File: src/pkg/fmdi_params.svh
`ifndef FMDI_PARAMS_SVH
`define FMDI_PARAMS_SVH

// ****************************************************************
// Register offsets on the internal instruction bus.
// ****************************************************************
`define FMDI_ADR_CTRL0_LOW      24'h080000
`define FMDI_ADR_CTRL0_HIGH     24'h080002
`define FMDI_ADR_CTRL1_LOW      24'h080004
`define FMDI_ADR_CTRL1_HIGH     24'h080006
`define FMDI_ADR_WDATA0_LOW     24'h080008
`define FMDI_ADR_WDATA0_HIGH    24'h08000a
`define FMDI_ADR_WDATA1_LOW     24'h08000c
`define FMDI_ADR_WDATA1_HIGH    24'h08000e
`define FMDI_ADR_TARGET_LOW     24'h080010
`define FMDI_ADR_TARGET_HIGH    24'h080012
`define FMDI_ADR_FAULT          24'h080014
`define FMDI_ADR_NV_WP_I        24'h08dfb0
`define FMDI_ADR_NV_AP0         24'h08dfb8
`define FMDI_ADR_NV_AP1_LOW     24'h08dfbc
`define FMDI_ADR_NV_AP1_HIGH    24'h08dfbe

// ****************************************************************
// Register offsets on the peripheral and special-function buses.
// ****************************************************************
`define FMDI_ADR_TEMP_UNPROT0   16'heb50
`define FMDI_ADR_PROG_ID        16'hf078
`define FMDI_ADR_MEMORY_ID      16'hf07a
`define FMDI_ADR_CHIP_ID        16'hf07c
`define FMDI_ADR_MAKER_ID       16'hf07e

// ****************************************************************
// Reset values.
// ****************************************************************
`define FMDI_RST_CTRL           16'h0000
`define FMDI_RST_WDATA          16'hffff
`define FMDI_RST_NV_AP0         16'hacff
`define FMDI_RST_NV_OTHER       16'hffff
`define FMDI_RST_TEMP_UNPROT0   16'h0000
`define FMDI_RST_PROG_ID        16'h0040

// ****************************************************************
// Identification fields.
// ****************************************************************
`define FMDI_KIND_MSB           15
`define FMDI_KIND_LSB           12
`define FMDI_CAP_MSB            11
`define FMDI_CAP_LSB            0
`define FMDI_POLL_HI            15
`define FMDI_POLL_LO            14
`define FMDI_CAP_VALUE          12'h040
`define FMDI_KIND_HPFLASH       4'h3
`define FMDI_KIND_PREINIT       4'hf
`define FMDI_VDD_VALUE          8'h40
`define FMDI_VPP_VALUE          8'h00
`define FMDI_MAKER_LOW          5'h03
`define FMDI_NREG               15

`endif

File: src/pkg/fmdi_pkg.sv
`default_nettype none
package fmdi_pkg;

  typedef logic [3:0] fmdi_idx_type;

  typedef struct packed {
    logic        sel;
    logic        we;
    logic        word;
    logic [23:0] addr;
    logic [15:0] wdata;
  } fmdi_req_type;

  typedef struct packed {
    logic        ack;
    logic        err;
    logic [15:0] rdata;
  } fmdi_rsp_type;

  typedef enum logic [2:0] {
    FMDI_ST_STRAP = 3'b001,
    FMDI_ST_WAIT  = 3'b010,
    FMDI_ST_READY = 3'b100
  } fmdi_state_type;

endpackage
`default_nettype wire

File: src/rtl/fmdi_bank.sv
// How it works
// - Flash registers on instruction bus, unprotect on peripheral.
// - Only word accesses write; bit operations refused except in special space.
// - Four read-only identification words in special space.
// - Capacity field reads 040h for 256 kilobytes.
// - Storage kind field reports high-performance flash, 3h.
// - Program supply field reads 40h for five volts.
// - External program supply field reads 00h.
// - Chip word carries revision nibble in low bits.
// - Maker word holds normalized maker code.
// - Before flash init, identification shows defaults.
// - Access pin high at reset means ready at once.
// - Bits 15 and 14 of memory word flag init.
// - Pre-init memory word F040h, programming word 0040h.
// - Data halves reset FFFFh, control, target and fault 0000h.
// - Access protection 0 resets ACFFh, others FFFFh.
// - Temporary unprotection register resets to 0000h.
`timescale 1ns/100ps
`default_nettype none
`include "fmdi_params.svh"

module fmdi_bank #(
  parameter logic [11:0] DEVICE_CODE   = 12'h5a5,
  parameter logic [3:0]  REVISION_CODE = 4'h1,
  parameter logic [10:0] MAKER_CODE    = 11'h2a5
) (
  input  wire logic                  mclk,
  input  wire logic                  rst,
  input  wire logic                  external_access_pin,
  input  wire logic                  flash_init_done,
  input  wire fmdi_pkg::fmdi_req_type ib_req,
  output var  fmdi_pkg::fmdi_rsp_type ib_rsp,
  input  wire fmdi_pkg::fmdi_req_type xb_req,
  output var  fmdi_pkg::fmdi_rsp_type xb_rsp,
  input  wire fmdi_pkg::fmdi_req_type sf_req,
  output var  fmdi_pkg::fmdi_rsp_type sf_rsp,
  output logic [14:0][15:0]          flash_q,
  output logic [15:0]                temp_unprotect0,
  output logic                       id_valid
);

  // ****************************************************************
  // Decoding functions.
  // ****************************************************************
  // The top bit of the result marks a hit in the flash register set.
  function automatic logic [4:0] ib_decode(input logic [23:0] a);
    logic [4:0] r;
    r = 5'h00;
    case (a)
      `FMDI_ADR_CTRL0_LOW:   r = 5'h10;
      `FMDI_ADR_CTRL0_HIGH:  r = 5'h11;
      `FMDI_ADR_CTRL1_LOW:   r = 5'h12;
      `FMDI_ADR_CTRL1_HIGH:  r = 5'h13;
      `FMDI_ADR_WDATA0_LOW:  r = 5'h14;
      `FMDI_ADR_WDATA0_HIGH: r = 5'h15;
      `FMDI_ADR_WDATA1_LOW:  r = 5'h16;
      `FMDI_ADR_WDATA1_HIGH: r = 5'h17;
      `FMDI_ADR_TARGET_LOW:  r = 5'h18;
      `FMDI_ADR_TARGET_HIGH: r = 5'h19;
      `FMDI_ADR_FAULT:       r = 5'h1a;
      `FMDI_ADR_NV_WP_I:     r = 5'h1b;
      `FMDI_ADR_NV_AP0:      r = 5'h1c;
      `FMDI_ADR_NV_AP1_LOW:  r = 5'h1d;
      `FMDI_ADR_NV_AP1_HIGH: r = 5'h1e;
      default:               r = 5'h00;
    endcase
    return r;
  endfunction

  function automatic logic [15:0] reset_value(input int i);
    logic [15:0] v;
    v = `FMDI_RST_CTRL;
    case (i)
      4, 5, 6, 7: v = `FMDI_RST_WDATA;
      12:         v = `FMDI_RST_NV_AP0;
      11, 13, 14: v = `FMDI_RST_NV_OTHER;
      default:    v = `FMDI_RST_CTRL;
    endcase
    return v;
  endfunction

  // Only word-wide accesses are written; bit-addressed accesses never are.
  function automatic logic wr_ok(input fmdi_pkg::fmdi_req_type q);
    return q.sel && q.we && q.word;
  endfunction

  // ****************************************************************
  // Flash initialization tracking.
  // ****************************************************************
  logic                     ea_s1;
  logic                     ea_s2;
  logic                     ea_s3;
  fmdi_pkg::fmdi_state_type state;
  fmdi_pkg::fmdi_state_type next_state;
  wire                      ea_settled;

  assign ea_settled = (ea_s2 == ea_s3);

  // The synchroniser runs through reset, so the strap level held during
  // reset has settled when reset lets go and no false low is seen.
  always_ff @(posedge mclk) begin
    ea_s1 <= external_access_pin;
    ea_s2 <= ea_s1;
    ea_s3 <= ea_s2;
  end

  // The strap is taken once after reset, when the synchroniser agrees.
  always_comb begin
    next_state = state;
    case (state)
      fmdi_pkg::FMDI_ST_STRAP: begin
        if (flash_init_done) begin
          next_state = fmdi_pkg::FMDI_ST_READY;
        end else if (ea_settled && ea_s3) begin
          next_state = fmdi_pkg::FMDI_ST_READY;
        end else if (ea_settled) begin
          next_state = fmdi_pkg::FMDI_ST_WAIT;
        end
      end
      fmdi_pkg::FMDI_ST_WAIT: begin
        if (flash_init_done) begin
          next_state = fmdi_pkg::FMDI_ST_READY;
        end
      end
      fmdi_pkg::FMDI_ST_READY: begin
        next_state = fmdi_pkg::FMDI_ST_READY;
      end
      default: begin
        next_state = fmdi_pkg::FMDI_ST_STRAP;
      end
    endcase
  end

  always_ff @(posedge mclk) begin
    if (rst) begin
      state <= fmdi_pkg::FMDI_ST_STRAP;
    end else begin
      state <= next_state;
    end
  end

  assign id_valid = (state == fmdi_pkg::FMDI_ST_READY);

  // ****************************************************************
  // Identification words.
  // ****************************************************************
  wire [3:0]  kind_field;
  wire [15:0] memory_id;
  wire [15:0] programming_voltage_id;
  wire [15:0] chip_id;
  wire [15:0] maker_id;

  // Kind reads all ones until ready, so the polled bits read 11.
  assign kind_field = id_valid ? `FMDI_KIND_HPFLASH
                               : `FMDI_KIND_PREINIT;
  assign memory_id  = {kind_field, `FMDI_CAP_VALUE};
  assign programming_voltage_id =
    {`FMDI_VPP_VALUE, `FMDI_VDD_VALUE};
  assign chip_id  = {DEVICE_CODE, REVISION_CODE};
  assign maker_id = {MAKER_CODE, `FMDI_MAKER_LOW};

  // ****************************************************************
  // Special-function space: identification words.
  // ****************************************************************
  wire [15:0] sf_addr;
  wire        sf_hit;
  logic [15:0] sf_word;

  assign sf_addr = sf_req.addr[15:0];

  always_comb begin
    case (sf_addr)
      `FMDI_ADR_PROG_ID:   sf_word = programming_voltage_id;
      `FMDI_ADR_MEMORY_ID: sf_word = memory_id;
      `FMDI_ADR_CHIP_ID:   sf_word = chip_id;
      `FMDI_ADR_MAKER_ID:  sf_word = maker_id;
      default:             sf_word = 16'h0000;
    endcase
  end

  assign sf_hit = (sf_addr == `FMDI_ADR_PROG_ID)
               || (sf_addr == `FMDI_ADR_MEMORY_ID)
               || (sf_addr == `FMDI_ADR_CHIP_ID)
               || (sf_addr == `FMDI_ADR_MAKER_ID);

  // Writes are acknowledged and dropped; reads change nothing.
  always_ff @(posedge mclk) begin
    if (rst) begin
      sf_rsp <= '0;
    end else begin
      sf_rsp.ack   <= sf_req.sel;
      sf_rsp.err   <= sf_req.sel && !sf_hit;
      sf_rsp.rdata <= (sf_req.sel && !sf_req.we) ? sf_word
                                                 : 16'h0000;
    end
  end

  // ****************************************************************
  // Instruction bus: flash control registers.
  // ****************************************************************
  wire [4:0]              ib_dec;
  wire                    ib_hit;
  fmdi_pkg::fmdi_idx_type ib_idx;
  wire                    ib_write;
  wire                    ib_read;

  assign ib_dec   = ib_decode(ib_req.addr);
  assign ib_hit   = ib_dec[4];
  assign ib_idx   = ib_dec[3:0];
  assign ib_write = wr_ok(ib_req) && ib_hit;
  assign ib_read  = ib_req.sel && !ib_req.we && ib_req.word && ib_hit;

  always_ff @(posedge mclk) begin
    if (rst) begin
      for (int i = 0; i < `FMDI_NREG; i++) begin
        flash_q[i] <= reset_value(i);
      end
    end else if (ib_write) begin
      flash_q[ib_idx] <= ib_req.wdata;
    end
  end

  always_ff @(posedge mclk) begin
    if (rst) begin
      ib_rsp <= '0;
    end else begin
      ib_rsp.ack   <= ib_req.sel;
      ib_rsp.err   <= ib_req.sel && (!ib_hit || !ib_req.word);
      ib_rsp.rdata <= ib_read ? flash_q[ib_idx] : 16'h0000;
    end
  end

  // ****************************************************************
  // Peripheral bus: temporary unprotection register.
  // ****************************************************************
  wire xb_hit;
  wire xb_write;
  wire xb_read;

  assign xb_hit   = (xb_req.addr[15:0] == `FMDI_ADR_TEMP_UNPROT0);
  assign xb_write = wr_ok(xb_req) && xb_hit;
  assign xb_read  = xb_req.sel && !xb_req.we && xb_req.word && xb_hit;

  always_ff @(posedge mclk) begin
    if (rst) begin
      temp_unprotect0 <= `FMDI_RST_TEMP_UNPROT0;
    end else if (xb_write) begin
      temp_unprotect0 <= xb_req.wdata;
    end
  end

  always_ff @(posedge mclk) begin
    if (rst) begin
      xb_rsp <= '0;
    end else begin
      xb_rsp.ack   <= xb_req.sel;
      xb_rsp.err   <= xb_req.sel && (!xb_hit || !xb_req.word);
      xb_rsp.rdata <= xb_read ? temp_unprotect0 : 16'h0000;
    end
  end
endmodule
`default_nettype wire

File: config.mk
export PLATFORM = sky130hd
export DESIGN_NAME = fmdi_bank
export DESIGN_NICKNAME = d
export VERILOG_FILES = /design/src/pkg/fmdi_pkg.sv /design/src/rtl/fmdi_bank.sv
export VERILOG_INCLUDE_DIRS = /design/src /design/src/pkg
export SDC_FILE = /design/constraint.sdc
export NUM_CORES = 1
export LEC_CHECK = 0
export ABC_AREA = 1
export CAP_MARGIN = 10
export CORE_AREA = 8 8 165 167
export DETAILED_ROUTE_END_ITERATION = 7
export DIE_AREA = 0 0 173 175
export DONT_BUFFER_PORTS = 1
export PLACE_DENSITY = 0.72
export SLEW_MARGIN = 0
export SYNTH_ARGS = -nofsm -noshare
export SYNTH_HDL_FRONTEND = slang
export SYNTH_SLANG_ARGS = --single-unit
File: constraint.sdc
create_clock -name mclk -period 3.6 [get_ports mclk]
set_input_delay 1.08 -clock mclk [delete_from_list [all_inputs] [get_ports mclk]]
set_output_delay 1.08 -clock mclk [all_outputs]
set_load 0.005 [all_outputs]
Word-level counts from Yosys, hierarchy flattened. Cells that the tools add are included.

Order comparisons: 2. Equal/unequal tests: 26. Multiplexer cells: 13. Bitwise operators: 3. Reductions and logical operators: 35.

Operators by type and width (number): $eq A24 B20 Y1 const B (15); $bwmux W240 (1); $eq A16 B16 Y1 const B (5); $pmux W5 S15 (1); $bmux W16 S4 (1); $demux W16 S4 (1); $pmux W16 S4 (1); $mux W16 (2); $logic_and A1 B1 Y1 (18); $mux W3 (4); $pmux W3 S3 (1); $logic_not A1 Y1 (8); $reduce_or A2 Y1 (3); $logic_or A1 B1 Y1 (5); $lt A4 B5 Y1 const B (1); $ge A4 B1 Y1 const B (1); $mux W4 (1); $ne A4 B4 Y1 const B (1); $eq A3 B1 Y1 const B (1); $eq A3 B2 Y1 const B (1); $eq A3 B3 Y1 const B (1); $not A1 Y1 (3); $ne A2 B2 Y1 const B (1); $reduce_and A2 Y1 (1); $eq A1 B1 Y1 (1).

Bits in registers: 316. Bits of input ports: 133. Output and inout port bits: 311. Word-level logic and storage cells: 108.

Longest topological paths before layout.
Depth in word-level cells: 7. Depth in mapped cells: 19. Gate-level depth less buffers: 17.

Worst setup path after synthesis. OpenSTA, ideal clock, no wires.

Kind: in2reg. From: input port ib_req[35] in the netlist's numbering. To: register flash_q[10] in the netlist's numbering. Setup time: 0.132 ns. Data arrival time: 2.703 ns. Required time: 3.468 ns. Setup slack: 0.765 ns. Stages on the path: 14. Buffers on the path: 2. Path through: inv_1 > nor2_1 > nand2_1 > nor2_4 > buf_4 > nand3_1 > clkinv_1 > nor3_1 > nand3_1 > nor2_2 > nand2_1 > buf_2 > nand2_1 > a21oi_1.

Longest elaborated chain between the ends: 7. Elaborated cells between the ends (all ways): 23. Classes of those cells: 2 x order compare; 15 x eq/ne; 4 x mux; 2 x reduce/logical.

RTL lines: from (decl) (RTL line fmdi_bank.sv:31) `input wire fmdi_pkg::fmdi_req_type ib_req,`; $eq A24 B20 Y1 (RTL line fmdi_bank.sv:49) `case (a)`; $pmux W5 S15 (*) (RTL line fmdi_bank.sv:49); $lt A4 B5 Y1 (not written as such) / $ge A4 B1 Y1 (equally long branches) (RTL line fmdi_bank.sv:219) `flash_q[ib_idx] <= ib_req.wdata;`; $logic_and A1 B1 Y1 (not written as such) (RTL line fmdi_bank.sv:219); $mux W16 (not written as such) (RTL line fmdi_bank.sv:219); $demux W16 S4 (RTL line fmdi_bank.sv:219); $bwmux W240 (RTL line fmdi_bank.sv:219); to (signal, indexed assignment) (RTL line fmdi_bank.sv:216) `flash_q[i] <= reset_value(i);`; to (signal, indexed assignment) (RTL line fmdi_bank.sv:219); to (decl) (RTL line fmdi_bank.sv:37) `output logic [14:0][15:0] flash_q,`.

Every way passes the cells marked *; elsewhere a longest branch is shown, timed or not. A chain may end at the register's enable or synchronous reset.

Final worst setup path.
From: input port ib_req[21] in the netlist's numbering. To: register ib_rsp[7] in the netlist's numbering.

Longest elaborated chain between the ends: 5. Elaborated cells between the ends (all ways): 21. Classes of those cells: 15 x eq/ne; 3 x mux; 1 x bitwise; 2 x reduce/logical.

RTL lines: $eq A24 B20 Y1 (RTL line fmdi_bank.sv:49); $pmux W5 S15 (*) (RTL line fmdi_bank.sv:49); branches (longest 3 deep; another with $bmux W16 S4); to (decl) (RTL line fmdi_bank.sv:32) `output var fmdi_pkg::fmdi_rsp_type ib_rsp,`.

Every way passes the cells marked *. The select of a mux whose other input is x is not followed.

==> metrics.log <==
[metrics] outcome: completed
[metrics] overall fraction of global-route tracks in use: 33.7%
[metrics] vias in the first global route: 13.0k
[metrics] power per cell area: 436 nW/um2
[metrics] input/output buffers: 0
[metrics] type of origin of the critical path: input pin
[metrics] fraction of layout instances using a drive strength above 1: 6.57%
[metrics] number of buffers on the longest clock path: 3
[metrics] worst setup path class: in2reg
[metrics] Num CTS Buffers: 31
[metrics] static leakage: 6.93 nW
[metrics] CTS clock-pin slew for the worst setup and hold paths: 0.06 ns
[metrics] DRC violation count after routing: 0
[metrics] worst r2r src: flash_q[130]
[metrics] Arrival @ worst endpoint: 3.57 ns
[metrics] final net count: 2107
[metrics] TritonCTS clock tree: yes
[metrics] gate count of the mapped netlist: 2042
[metrics] register area share after synthesis: 43.7%
[metrics] Hold/Removal Path Class: reg2reg
[metrics] Vias: 14.1k
[metrics] leading post-synthesis cells by cell area: sky130_fd_sc_hd__dfxtp_1, sky130_fd_sc_hd__nand2_1, sky130_fd_sc_hd__nand3_1, sky130_fd_sc_hd__o211ai_1, sky130_fd_sc_hd__a21oi_1
[metrics] most area-hungry cell type in the Yosys netlist: sky130_fd_sc_hd__dfxtp_1
[metrics] number of enable-type register cells in the synthesized netlist: 0
[metrics] area of the die: 30300 um2
[metrics] netlist area before placement: 14100 um2
[metrics] detailed router's first-iteration violation count: 1546
[metrics] maximum clock frequency: 0.328 GHz
[metrics] placed cell areas: 14300 um2
[metrics] max cap viols: 0
[metrics] post-CTS setup buffer count: 0
[metrics] instance count after placement with tap cells included: 2269
[metrics] Setup crit end kind: flop
[metrics] summed area of non-filler cells in the final layout: 15300 um2
[metrics] number of gates resized after cts: 0
[metrics] post-route non-filler standard cell count: 2323
[metrics] setup slack of the most critical reg-to-reg path: 2.23 ns
[metrics] total number of clock tree sinks: 308
[metrics] worst supply voltage drop on vdd: 0.406 mV
[metrics] final setup fails: 0
[metrics] final antenna-violating net count: 0
[metrics] CORE AREA: 24700 um2
[metrics] half-perimeter wire length of the detailed placement result: 39000 um
[metrics] largest net degree at the start of global routing: 143
[metrics] first-pass GRT wire length: 80400 um
[metrics] unrepaired setup endpoints after global routing: no
[metrics] via density per instance: 6.07
[metrics] largest fanout on the critical path: 32
[metrics] destination of the worst hold path: ea_s2
[metrics] hold_sp: ea_s1
[metrics] post-synthesis area per instance: 6.92 um2
[metrics] initial antenna violation count: 0
[metrics] final worst path period need: 3.05 ns
[metrics] cell with the most instances after synthesis: sky130_fd_sc_hd__nand2_1
[metrics] worst slew slack as a fraction of its limit: 16.4%
[metrics] H-tree level count: 1
[metrics] count of state elements after synthesis: 308
[metrics] placer's final routability congestion estimate: 0.985
[metrics] fillcell total: 2362
[metrics] end-of-flow core utilization: 62.0%
[metrics] Synth Flop Type: sky130_fd_sc_hd__dfxtp_1
[metrics] number of top-level design ports: 444
[metrics] Post-Route Skew: 0.0243 ns
[metrics] Worst Reg-to-Reg Cells: 8
[metrics] area share of the leading cell type in the synthesized netlist: 43.7%
[metrics] number of inserted diodes: 0
[metrics] CTS root buffer: sky130_fd_sc_hd__clkbuf_16
[metrics] Cell Rows: 58
[metrics] fraction of registers with async set/reset: 0%
[metrics] commonest cells in the netlist: sky130_fd_sc_hd__nand2_1, sky130_fd_sc_hd__nand3_1, sky130_fd_sc_hd__dfxtp_1, sky130_fd_sc_hd__o211ai_1, sky130_fd_sc_hd__a21oi_1
[metrics] worst path required time: 4.12 ns
[metrics] end of the worst register-to-register path: ib_rsp[2]
[metrics] total global routing overflow: 0
[metrics] clock insertion delay at the later pin of the skew report: 0.58 ns
[metrics] growth of design area from synthesis to finish: 8.36%
[metrics] Final Hold Viols: 0
[metrics] iteration count of the initial detailed-routing pass: 6
[metrics] Sum Neg Setup Slack: 0 ns
[metrics] actual transition at the worst max-transition pin: 1.25 ns
[metrics] instance count along the most critical hold path: 0
[metrics] initial core utilization: 57.2%
[metrics] Final period util: 84.7%
[metrics] number of max-slew violations in the final report: 0
[metrics] die width: 173 um
[metrics] wire length per cell: 23.3 um
[metrics] Cell variety after synth: 35
[metrics] height of the die: 175 um
[metrics] aggregate routed wire length: 54100 um
[metrics] Post-CTS Hold Buffers: 0
[metrics] total of warnings raised by yosys: 0
## metrics by stage
| step | hold slack, ns | power, mW | worst slack [ns] |
|---|---|---|---|
| 2_1_floorplan | 0.310 | 3.63 | 0.765 |
| 3_3_place_gp | 0.316 | 3.63 | 0.0249 |
| 3_5_place_dp | 0.329 | 3.63 | 0.0322 |
| 4_1_cts | 0.345 | 6.69 | 0.615 |
| 5_1_grt | 0.354 | 6.84 | 0.317 |
| 6_report | 0.343 | 6.68 | 0.551 |
## cell families (layout without fill, tap and decap cells)
| family | Yosys count | in the layout | synth area share (%) |
|---|---|---|---|
| AO/OA/AOI/OAI | 273 | 273 | 12.4 |
| adder cells (fa/ha/maj) | 1 | 1 | 0.0886 |
| buffers and inverters | 238 | 187 | 7.27 |
| flip-flops | 308 | 308 | 43.7 |
| other | 1 | 3 | 0.0266 |
| AND/OR/NAND/NOR | 1221 | 1221 | 36.6 |
## power breakdown
group          internal (mW)  leakage, nW  total [mW]  switching (mW)
sequential              3.42         2.49        3.43         0.00992
clock                   1.75        0.477        3.12            1.37
combinational         0.0291         3.97       0.130           0.101
## routing by layer
metal	share of wire (%)	up-vias	wire length, um	track usage, %
li1	-	6607	-	-
met1	37	6479	20000	40.7
met2	45	894	24500	53.4
met3	14	110	7610	12.9
met4	3.7	0	1990	13.1
met5	0	-	0	0
## layout make-up
| class | instances | area (um2) | share of cell area (%) |
|---|---|---|---|
| Sequential cell | 308 | 6170 | 40.3 |
| Clock inverter | 10 | 86.3 | 0.564 |
| Inverter | 75 | 283 | 1.85 |
| Timing Repair Buffer | 59 | 526 | 3.43 |
| Tap cell | 330 | 413 | 2.70 |
| Clock buffer | 43 | 871 | 5.69 |
| Multi-Input combinational cell | 1498 | 6960 | 45.5 |
## critical path, stage by stage
cell,delay (ns)
sky130_fd_sc_hd__nor2_1,0.04
sky130_fd_sc_hd__nand2_2,0.17
sky130_fd_sc_hd__nor2_2,0.12
sky130_fd_sc_hd__or2_2,0.30
sky130_fd_sc_hd__nand2_1,0.10
sky130_fd_sc_hd__nand2_1,0.07
sky130_fd_sc_hd__nor2_2,0.94
sky130_fd_sc_hd__nand3_1,0.15
sky130_fd_sc_hd__nand3_1,0.20
sky130_fd_sc_hd__nand2_1,0.13
sky130_fd_sc_hd__nand2_1,0.14
sky130_fd_sc_hd__nor2_1,0.05
sky130_fd_sc_hd__nor2_1,0.07
## sequential cells by signal, indices dropped and copies added, names as in the netlist
name	cells
ea_s1	1
ea_s2	1
ea_s3	1
flash_q	240
ib_rsp	18
sf_rsp	10
state	3
temp_unprotect0	16
xb_rsp	18
## cells in the final DEF, fill, tap and decap left out, types with 5 or more instances in the layout
master / count
sky130_fd_sc_hd__a211oi_1: 18
sky130_fd_sc_hd__a21oi_1: 118
sky130_fd_sc_hd__buf_12: 6
sky130_fd_sc_hd__buf_4: 52
sky130_fd_sc_hd__clkbuf_1: 7
sky130_fd_sc_hd__clkbuf_16: 31
sky130_fd_sc_hd__clkbuf_8: 5
sky130_fd_sc_hd__clkinv_1: 6
sky130_fd_sc_hd__clkinv_2: 7
sky130_fd_sc_hd__dfxtp_1: 308
sky130_fd_sc_hd__inv_1: 67
sky130_fd_sc_hd__nand2_1: 729
sky130_fd_sc_hd__nand2_2: 5
sky130_fd_sc_hd__nand3_1: 320
sky130_fd_sc_hd__nand3b_1: 9
sky130_fd_sc_hd__nand4_1: 9
sky130_fd_sc_hd__nor2_1: 113
sky130_fd_sc_hd__nor2_2: 5
sky130_fd_sc_hd__nor2_4: 5
sky130_fd_sc_hd__nor3_1: 11
sky130_fd_sc_hd__o211ai_1: 124
sky130_fd_sc_hd__o21ai_0: 8
## worst max-delay path by stage
stage / start / end / cells after the start
6_report: ib_req[21] / ib_rsp[7] / 13
5_1_grt: ib_req[18] / ib_rsp[2] / 14
4_1_cts: ib_req[23] / ib_rsp[4] / 15
3_5_place_dp: ib_req[23] / ib_rsp[4] / 15
3_3_place_gp: ib_req[17] / ib_rsp[4] / 15
2_1_floorplan: ib_req[35] / flash_q[10] / 14
No activity file was read; power rests on OpenSTA's default activity.
